$ cat config.mk
export PLATFORM = sky130hd
export DESIGN_NAME = clock_speed_and_bus_strobes
export DESIGN_NICKNAME = d
export VERILOG_FILES = /design/src/clkspd_pkg.sv /design/src/pin_sync.sv /design/src/clock_speed_and_bus_strobes.sv
export SDC_FILE = /design/constraint.sdc
export NUM_CORES = 1
export LEC_CHECK = 0
export ABC_AREA = 1
export BUFFER_PORTS_ARGS = -buffer_cell sky130_fd_sc_hd__buf_2
export CORE_MARGIN = 2
export CORE_UTILIZATION = 42
export CTS_CLUSTER_DIAMETER = 100
export DETAILED_ROUTE_END_ITERATION = 12
export HOLD_SLACK_MARGIN = 0.12
export SYNTH_ARGS = -nofsm -noshare
export SYNTH_HDL_FRONTEND = slang
export SYNTH_SLANG_ARGS = --single-unit
$ cat constraint.sdc
create_clock -name mclk_i -period 1.3 [get_ports mclk_i]
set_input_delay 0.26 -clock mclk_i [delete_from_list [all_inputs] [get_ports mclk_i]]
set_output_delay 0.26 -clock mclk_i [all_outputs]
set_load 0.02 [all_outputs]
$ cat src/clkspd_pkg.sv
// package for the clock speed and external bus strobe block
// assumes a single clock domain driven by the crystal input
package clkspd_pkg;

  // clock periods per machine cycle in each speed mode
  localparam int unsigned PERIODS_STD = 12;
  localparam int unsigned PERIODS_DBL = 6;

  // core ticks per machine cycle: one tick per state, six states, so
  // twelve crystal clocks with the divider and six without it
  localparam logic [3:0] PHASE_LAST = 4'h5;

  // machine cycles the reset pin must stay high
  localparam logic [1:0] RESET_HOLD_CYCLES = 2'h2;

  // phase slots of the strobes within a machine cycle
  localparam logic [3:0] ALE_SLOT_A = 4'h0;
  localparam logic [3:0] ALE_SLOT_B = 4'h3;
  localparam logic [3:0] FETCH_SLOT_A = 4'h1;
  localparam logic [3:0] FETCH_SLOT_B = 4'h4;

  // bit position of the speed select in the clock control register
  localparam int unsigned SPEED_SEL_BIT = 0;

  // a request from the core about the coming machine cycle
  typedef struct packed {
    logic ext_data_access;
    logic code_fetch;
  } cycle_req_t;

  // the strobes that leave towards the pins
  typedef struct packed {
    logic addr_latch;
    logic program_fetch_strobe;
  } strobe_t;

  typedef enum logic [1:0] {
    SPD_STANDARD = 2'b00,
    SPD_PENDING_DBL = 2'b01,
    SPD_DOUBLE = 2'b10,
    SPD_PENDING_STD = 2'b11
  } speed_state_t;

endpackage

$ cat src/pin_sync.sv
// two flip-flop synchroniser for pin inputs
// assumes the pin is asynchronous to mclk_i
module pin_sync
  import clkspd_pkg::*;
(
  input wire logic mclk_i,
  input wire logic rst_n_i,
  input wire logic pin_i,
  output logic level_o
);

  logic meta_q;
  logic level_q;

  always_ff @(posedge mclk_i) begin
    if (!rst_n_i) begin
      meta_q <= 1'b0;
      level_q <= 1'b0;
    end else begin
      meta_q <= pin_i;
      level_q <= meta_q;
    end
  end

  assign level_o = level_q;

endmodule

$ cat src/clock_speed_and_bus_strobes.sv
// clock speed selection, reset pin qualification and external bus strobes
// assumes mclk_i is the crystal input; the core sits on the same clock and
// uses core_tick_o as its phase enable; pins arrive asynchronously

// What this block does
// - Reset is asserted while rst_n_i is low, and otherwise only after the reset pin stays high for two machine cycles while clocks run.
// - An address latch strobe is emitted so the outside latch can grab the low address byte.
// - The address latch strobe runs at a sixth of the crystal in standard speed and a third in double speed.
// - One address latch pulse is dropped for each external data access.
// - During external code execution the fetch strobe fires twice per machine cycle in which the core requests a code fetch.
// - Two consecutive fetch strobes are dropped for each external data access.
// - The fetch strobe never fires while code comes from internal memory.
// - In double speed a machine cycle lasts six crystal periods.
// - A divide-by-two stage sits before the phase generator and is bypassed in double speed.
// - A speed change is taken only on a rising edge of the divided crystal clock.
// - Reset leaves standard speed; setting the select gives double speed and clearing returns.
// - The timer and serial time base doubles along with the core in double speed.
// - Bit zero of the clock control register picks twelve or six periods per machine cycle.
module clock_speed_and_bus_strobes
  import clkspd_pkg::*;
(
  input wire logic mclk_i,
  input wire logic rst_n_i,
  input wire logic reset_pin_i,
  input wire logic external_code_select_n_i,
  input wire logic [7:0] clock_control_register_i,
  input wire cycle_req_t cycle_req_i,
  output logic core_reset_o,
  output logic core_tick_o,
  output logic periph_tick_o,
  output logic double_speed_o,
  output logic cycle_end_o,
  output logic ale_o,
  output logic program_fetch_strobe_n_o
);

  // ****************************************
  // pin inputs
  // ****************************************
  logic reset_pin_s;
  logic ext_code_sel_s;

  pin_sync u_sync_reset (
    .mclk_i(mclk_i),
    .rst_n_i(rst_n_i),
    .pin_i(reset_pin_i),
    .level_o(reset_pin_s)
  );

  pin_sync u_sync_ea (
    .mclk_i(mclk_i),
    .rst_n_i(rst_n_i),
    .pin_i(external_code_select_n_i),
    .level_o(ext_code_sel_s)
  );

  // ****************************************
  // divide by two and speed switch
  // ****************************************
  logic div2_q;
  logic div2_rise;
  logic double_speed_select;
  speed_state_t spd_q;
  speed_state_t spd_d;
  logic dbl_active;

  assign double_speed_select = clock_control_register_i[SPEED_SEL_BIT];
  // rising edge of the divided clock happens where div2_q is low now
  assign div2_rise = ~div2_q;

  always_ff @(posedge mclk_i) begin
    if (!rst_n_i) begin
      div2_q <= 1'b0;
    end else begin
      div2_q <= ~div2_q;
    end
  end

  // request latched, applied on divided rising edge
  always_comb begin
    spd_d = spd_q;
    unique case (spd_q)
      SPD_STANDARD: if (double_speed_select) spd_d = SPD_PENDING_DBL;
      SPD_PENDING_DBL: begin
        if (!double_speed_select) begin
          spd_d = SPD_STANDARD;
        end else if (div2_rise) begin
          spd_d = SPD_DOUBLE;
        end
      end
      SPD_DOUBLE: if (!double_speed_select) spd_d = SPD_PENDING_STD;
      SPD_PENDING_STD: begin
        if (double_speed_select) begin
          spd_d = SPD_DOUBLE;
        end else if (div2_rise) begin
          spd_d = SPD_STANDARD;
        end
      end
    endcase
  end

  always_ff @(posedge mclk_i) begin
    if (!rst_n_i) begin
      spd_q <= SPD_STANDARD;
    end else begin
      spd_q <= spd_d;
    end
  end

  assign dbl_active = (spd_q == SPD_DOUBLE) || (spd_q == SPD_PENDING_STD);

  // ****************************************
  // phase generator
  // ****************************************
  logic tick;
  logic [3:0] phase_q;
  logic cycle_end;

  // common phase: both candidates tick on a divided rising edge
  assign tick = dbl_active | div2_rise;
  assign cycle_end = tick && (phase_q == PHASE_LAST);

  // six state ticks per machine cycle
  always_ff @(posedge mclk_i) begin
    if (!rst_n_i) begin
      phase_q <= 4'h0;
    end else if (tick) begin
      phase_q <= cycle_end ? 4'h0 : phase_q + 4'h1;
    end
  end

  // ****************************************
  // reset pin qualification
  // ****************************************
  logic [1:0] hold_q;
  logic core_reset_q;
  logic core_reset_d;
  logic hold_met;

  // two full machine cycles high
  // the first cycle end seen only closes a partial cycle, so one extra is counted
  assign hold_met = hold_q == RESET_HOLD_CYCLES + 2'h1;
  assign core_reset_d = reset_pin_s && (core_reset_q || hold_met);

  always_ff @(posedge mclk_i) begin
    if (!rst_n_i) begin
      hold_q <= 2'h0;
      core_reset_q <= 1'b1;
    end else begin
      core_reset_q <= core_reset_d;
      if (!reset_pin_s) begin
        hold_q <= 2'h0;
      end else if (cycle_end && !hold_met) begin
        hold_q <= hold_q + 2'h1;
      end
    end
  end

  // ****************************************
  // external bus strobes
  // ****************************************
  cycle_req_t req_q;
  logic fetch_skip_q;
  logic ale_slot;
  logic fetch_slot;
  logic ale_skip;
  logic ext_code;
  strobe_t strobe_d;
  strobe_t strobe_q;

  // req sampled at machine cycle boundary
  always_ff @(posedge mclk_i) begin
    if (!rst_n_i) begin
      req_q <= '0;
    end else if (cycle_end) begin
      req_q <= cycle_req_i;
    end
  end

  assign ale_slot = tick && (phase_q == ALE_SLOT_A || phase_q == ALE_SLOT_B);
  assign fetch_slot = tick && (phase_q == FETCH_SLOT_A || phase_q == FETCH_SLOT_B);
  // second latch pulse of a data cycle dropped
  assign ale_skip = req_q.ext_data_access && (phase_q == ALE_SLOT_B);
  // low pin selects external code memory
  assign ext_code = ~ext_code_sel_s;

  // the data cycle uses the bus from mid cycle, so the second fetch of this
  // cycle and the first of the next are the two dropped
  always_ff @(posedge mclk_i) begin
    if (!rst_n_i) begin
      fetch_skip_q <= 1'b0;
    end else if (cycle_end) begin
      fetch_skip_q <= req_q.ext_data_access;
    end
  end

  // latch strobe each half machine cycle
  // fetch strobe gating
  // gated by the next reset value so no strobe overlaps the first reset clock
  always_comb begin
    strobe_d.addr_latch = ale_slot && !ale_skip && !core_reset_d;
    strobe_d.program_fetch_strobe = fetch_slot && !core_reset_d && ext_code && req_q.code_fetch
      && !(req_q.ext_data_access && phase_q == FETCH_SLOT_B)
      && !(fetch_skip_q && phase_q == FETCH_SLOT_A);
  end

  always_ff @(posedge mclk_i) begin
    if (!rst_n_i) begin
      strobe_q <= '0;
    end else begin
      strobe_q <= strobe_d;
    end
  end

  // ****************************************
  // outputs
  // ****************************************
  logic tick_q;
  logic cycle_end_q;
  logic dbl_q;

  always_ff @(posedge mclk_i) begin
    if (!rst_n_i) begin
      tick_q <= 1'b0;
      cycle_end_q <= 1'b0;
      dbl_q <= 1'b0;
    end else begin
      tick_q <= tick;
      cycle_end_q <= cycle_end;
      dbl_q <= dbl_active;
    end
  end

  assign core_reset_o = core_reset_q;
  assign core_tick_o = tick_q;
  assign periph_tick_o = tick_q;
  assign double_speed_o = dbl_q;
  assign cycle_end_o = cycle_end_q;
  assign ale_o = strobe_q.addr_latch;
  assign program_fetch_strobe_n_o = ~strobe_q.program_fetch_strobe;

endmodule

==> flow_summary.json <==
{
  "r2r_end": "hold_q[0]$_SDFFE_PN0P_",
  "fill_cells": 185,
  "multiInputGateArea_sq_um": 380.4,
  "synth_top_cells_by_area": "dfxtp_1, nand2_1, inv_1",
  "antenna_found_initial": 0,
  "fin_util_pct": 54.61,
  "port_buffers": 13,
  "dp_hpwl_mm": 1.143,
  "die_height_microns": 49.86,
  "rr_startpoint": "phase_q[1]$_SDFFE_PN0N_",
  "hold_violations": 0,
  "drive_above_1_share_pct": 22.90,
  "drt_iter0_markers": 12,
  "diodes": 0,
  "first_global_vias": 642,
  "skew_ns": 0.002009,
  "grt_first_pass_wirelength_mm": 2.697,
  "period_minus_slack_ns": 1.198,
  "clock_latency_ns": 0.30,
  "syn_nets": 130,
  "slew_violations": 0,
  "dpl_cell_area_sq_um": 984.7,
  "ios": 21,
  "ant_nets": 0,
  "place_ws_ns": 0.02959,
  "timing.hold.ws_ns": 0.1289,
  "period_share_pct": 92.17,
  "firstDrtPassIters": 4,
  "dieArea_sq_um": 2486,
  "synthXorXnorAreaFrac_pct": 1.983,
  "drc": 0,
  "synth_top_family_by_area": "simple AND/OR/NAND/NOR gates",
  "nets": 150,
  "min_path_type": "in2reg",
  "synth_area_sq_um": 883.3,
  "setup_ws_ns": 0.1018,
  "wirelength_mm": 1.630,
  "post_drt_wl_per_cell_microns": 10.32,
  "arrival_ns": 1.41,
  "yosysWarnings": 0,
  "synthMuxAreaShare_pct": 0,
  "worstHoldEndpoint": "u_sync_reset.meta_q$_SDFF_PN0_",
  "holdCritStartpoint": "reset_pin_i",
  "fin_tns_setup_ns": 0,
  "cts_sinks": 22,
  "rrSetupSlack_ns": 0.10,
  "synth_seq_cells": 22,
  "initial_core_util_pct": 44.57,
  "synthAdderAreaFrac_pct": 5.666,
  "synth_cell_types": 21,
  "worst_slew_pin_slew_ns": 0.2539,
  "setup_viol": 0,
  "grt_overflow": 0,
  "vias": 720,
  "gr-usage-all-layers_pct": 14.72,
  "clk_pin_slew_worst_paths_ns": 0.12,
  "end_kind": "flip-flop",
  "drv_cap": 0,
  "peakVddDrop_mv": 0.6699,
  "p_per_area_nw_per_um2": 1319,
  "startpoint_type": "flip-flop",
  "dieWidth_microns": 49.86,
  "register_area_sq_um": 445.4,
  "hold_depth": 3,
  "path_class": "reg2reg",
  "status": "complete, no violations",
  "yosysTopAreaCell": "dfxtp_1",
  "max_slew_margin_pct": 82.89,
  "p_leak_nw": 0.5146,
  "synth_compound_area_share_pct": 6.232,
  "cts_buffers": 3,
  "timing.fmax_ghz": 0.8346,
  "core-area_sq_um": 1982,
  "cp.required_ns": 1.51,
  "rr_worst_depth": 7,
  "cts_tree": "done",
  "clock_path_buffers": 2,
  "grt_max_degree": 14,
  "syn_to_final_growth_pct": 22.52,
  "clock-root-buffer": "clkbuf_4",
  "synth_top_area_share_pct": 49.86,
  "place_congestion": 0.7891,
  "critPathMaxFanout": 6,
  "num_rows": 16,
  "syn_inst": 112,
  "stdcell_area_sq_um": 1082,
  "synthSimpleGateAreaFrac_pct": 26.63,
  "routed_via_density": 4.557,
  "synth.yosys.seq_area_share_pct": 49.86,
  "syn_area_per_cell_sq_um": 7.887,
  "h-tree-depth": 1
}
==> how the worst max path moves through the flow <==
stage / endpoint / from / cells after the start
final: hold_q[0]$_SDFFE_PN0P_ / phase_q[1]$_SDFFE_PN0N_ / 7
after global routing: req_q[1]$_SDFFE_PN0P_ / phase_q[1]$_SDFFE_PN0N_ / 8
after CTS: fetch_skip_q$_SDFFE_PN0P_ / phase_q[1]$_SDFFE_PN0N_ / 7
after detailed placement: fetch_skip_q$_SDFFE_PN0P_ / phase_q[1]$_SDFFE_PN0N_ / 7
after global placement: phase_q[0]$_SDFFE_PN0N_ / phase_q[1]$_SDFFE_PN0N_ / 6
after floorplan: phase_q[2]$_SDFFE_PN0N_ / phase_q[1]$_SDFFE_PN0N_ / 5
==> cell usage in the layout (no fill, tap or decap), drive strengths merged <==
| cell | instances |
|---|---|
| buf | 16 |
| clkinv | 1 |
| inv | 18 |
| o31ai | 1 |
| xnor2 | 1 |
| nand2 | 29 |
| o21ai | 5 |
| dfxtp | 22 |
| xor2 | 1 |
| a21oi | 3 |
| nor2 | 14 |
| bufinv | 1 |
| dlygate4sd3 | 1 |
| ha | 4 |
| clkbuf | 3 |
| o211ai | 1 |
| nand4 | 1 |
| nor3 | 2 |
| nand3 | 7 |
==> routing by layer <==
metal	vias to the layer above	global-route usage, %	part of all wire (%)
met2	14	25.11	50
met5	-	0	0
li1	380	-	-
met4	0	8.333	2.8
met1	320	16.57	44
met3	6	3.636	3.6
==> cell families after synthesis <==
group                      count (synthesis)
AOI/OAI and AO/OA                         10
xor gates and xnor gates                   2
adders and majority gates                  4
buffers and inverters                     21
DFF                                       22
and+or+nand+nor                           53
==> per-stage QoR <==
stage / cells / total power, mW
5_1_grt: 158 / 1.503
2_1_floorplan: 112 / 0.8533
3_5_place_dp: 152 / 0.9028
6_report: 158 / 1.427
3_3_place_gp: 152 / 0.8964
4_1_cts: 157 / 1.426
==> what timing repair did <==
action                                 in CTS  in global routing
buffers inserted                            0                  1
hold buffers                                1                  0
endpoints found under the hold margin       1                  0
setup endpoints to repair                   0                  8
gates resized for setup                     0                  8
==> registers in the layout, indices dropped and copies added, names as in the netlist, named ones only <==
name / cells
phase_q: 4
hold_q: 2
req_q: 2
ale_o: 1
core_reset_o: 1
core_tick_o: 1
cycle_end_o: 1
div2_q: 1
double_speed_o: 1
fetch_skip_q: 1
spd_q: 1
strobe_q: 1
u_sync_ea.level_o: 1
u_sync_ea.meta_q: 1
u_sync_reset.level_o: 1
u_sync_reset.meta_q: 1
==> critical path, stage by stage, from the launching register on <==
cell	delay (ns)
dfxtp_4	0.37
inv_2	0.08
ha_4	0.16
nand3_4	0.10
nor2_4	0.20
nand3_1	0.10
nand2_1	0.07
nor2_1	0.03
==> cell type report <==
type	count	area share, %
flip-flops and latches	22	41.16
well taps	27	3.121
repair buffers	17	9.017
inverters	19	6.705
clock buffers	3	2.081
multi-input cells	69	35.14
clock inverters	1	2.775
==> power by group <==
part / switching [mW] / internal [mW] / leakage (nW)
sequential: 0.0232 / 0.711 / 0.181
clock: 0.203 / 0.312 / 0.0279
combinational: 0.104 / 0.0747 / 0.305
total: 0.330 / 1.10 / 0.515
==> synthesized netlist by cell type <==
cell	n
o21ai_1	1
nand4_1	1
buf_2	1
nor2_1	12
xor2_1	1
nor2_4	2
nand2_2	1
o31ai_1	1
nor3_1	2
xnor2_1	1
a21oi_1	3
o211ai_1	1
nand3_2	1
o21ai_0	4
inv_1	18
nand3_1	6
nand2_1	28
dfxtp_1	22
ha_1	4
buf_4	1
clkinv_2	1
Power figures use the tool's default switching activity.
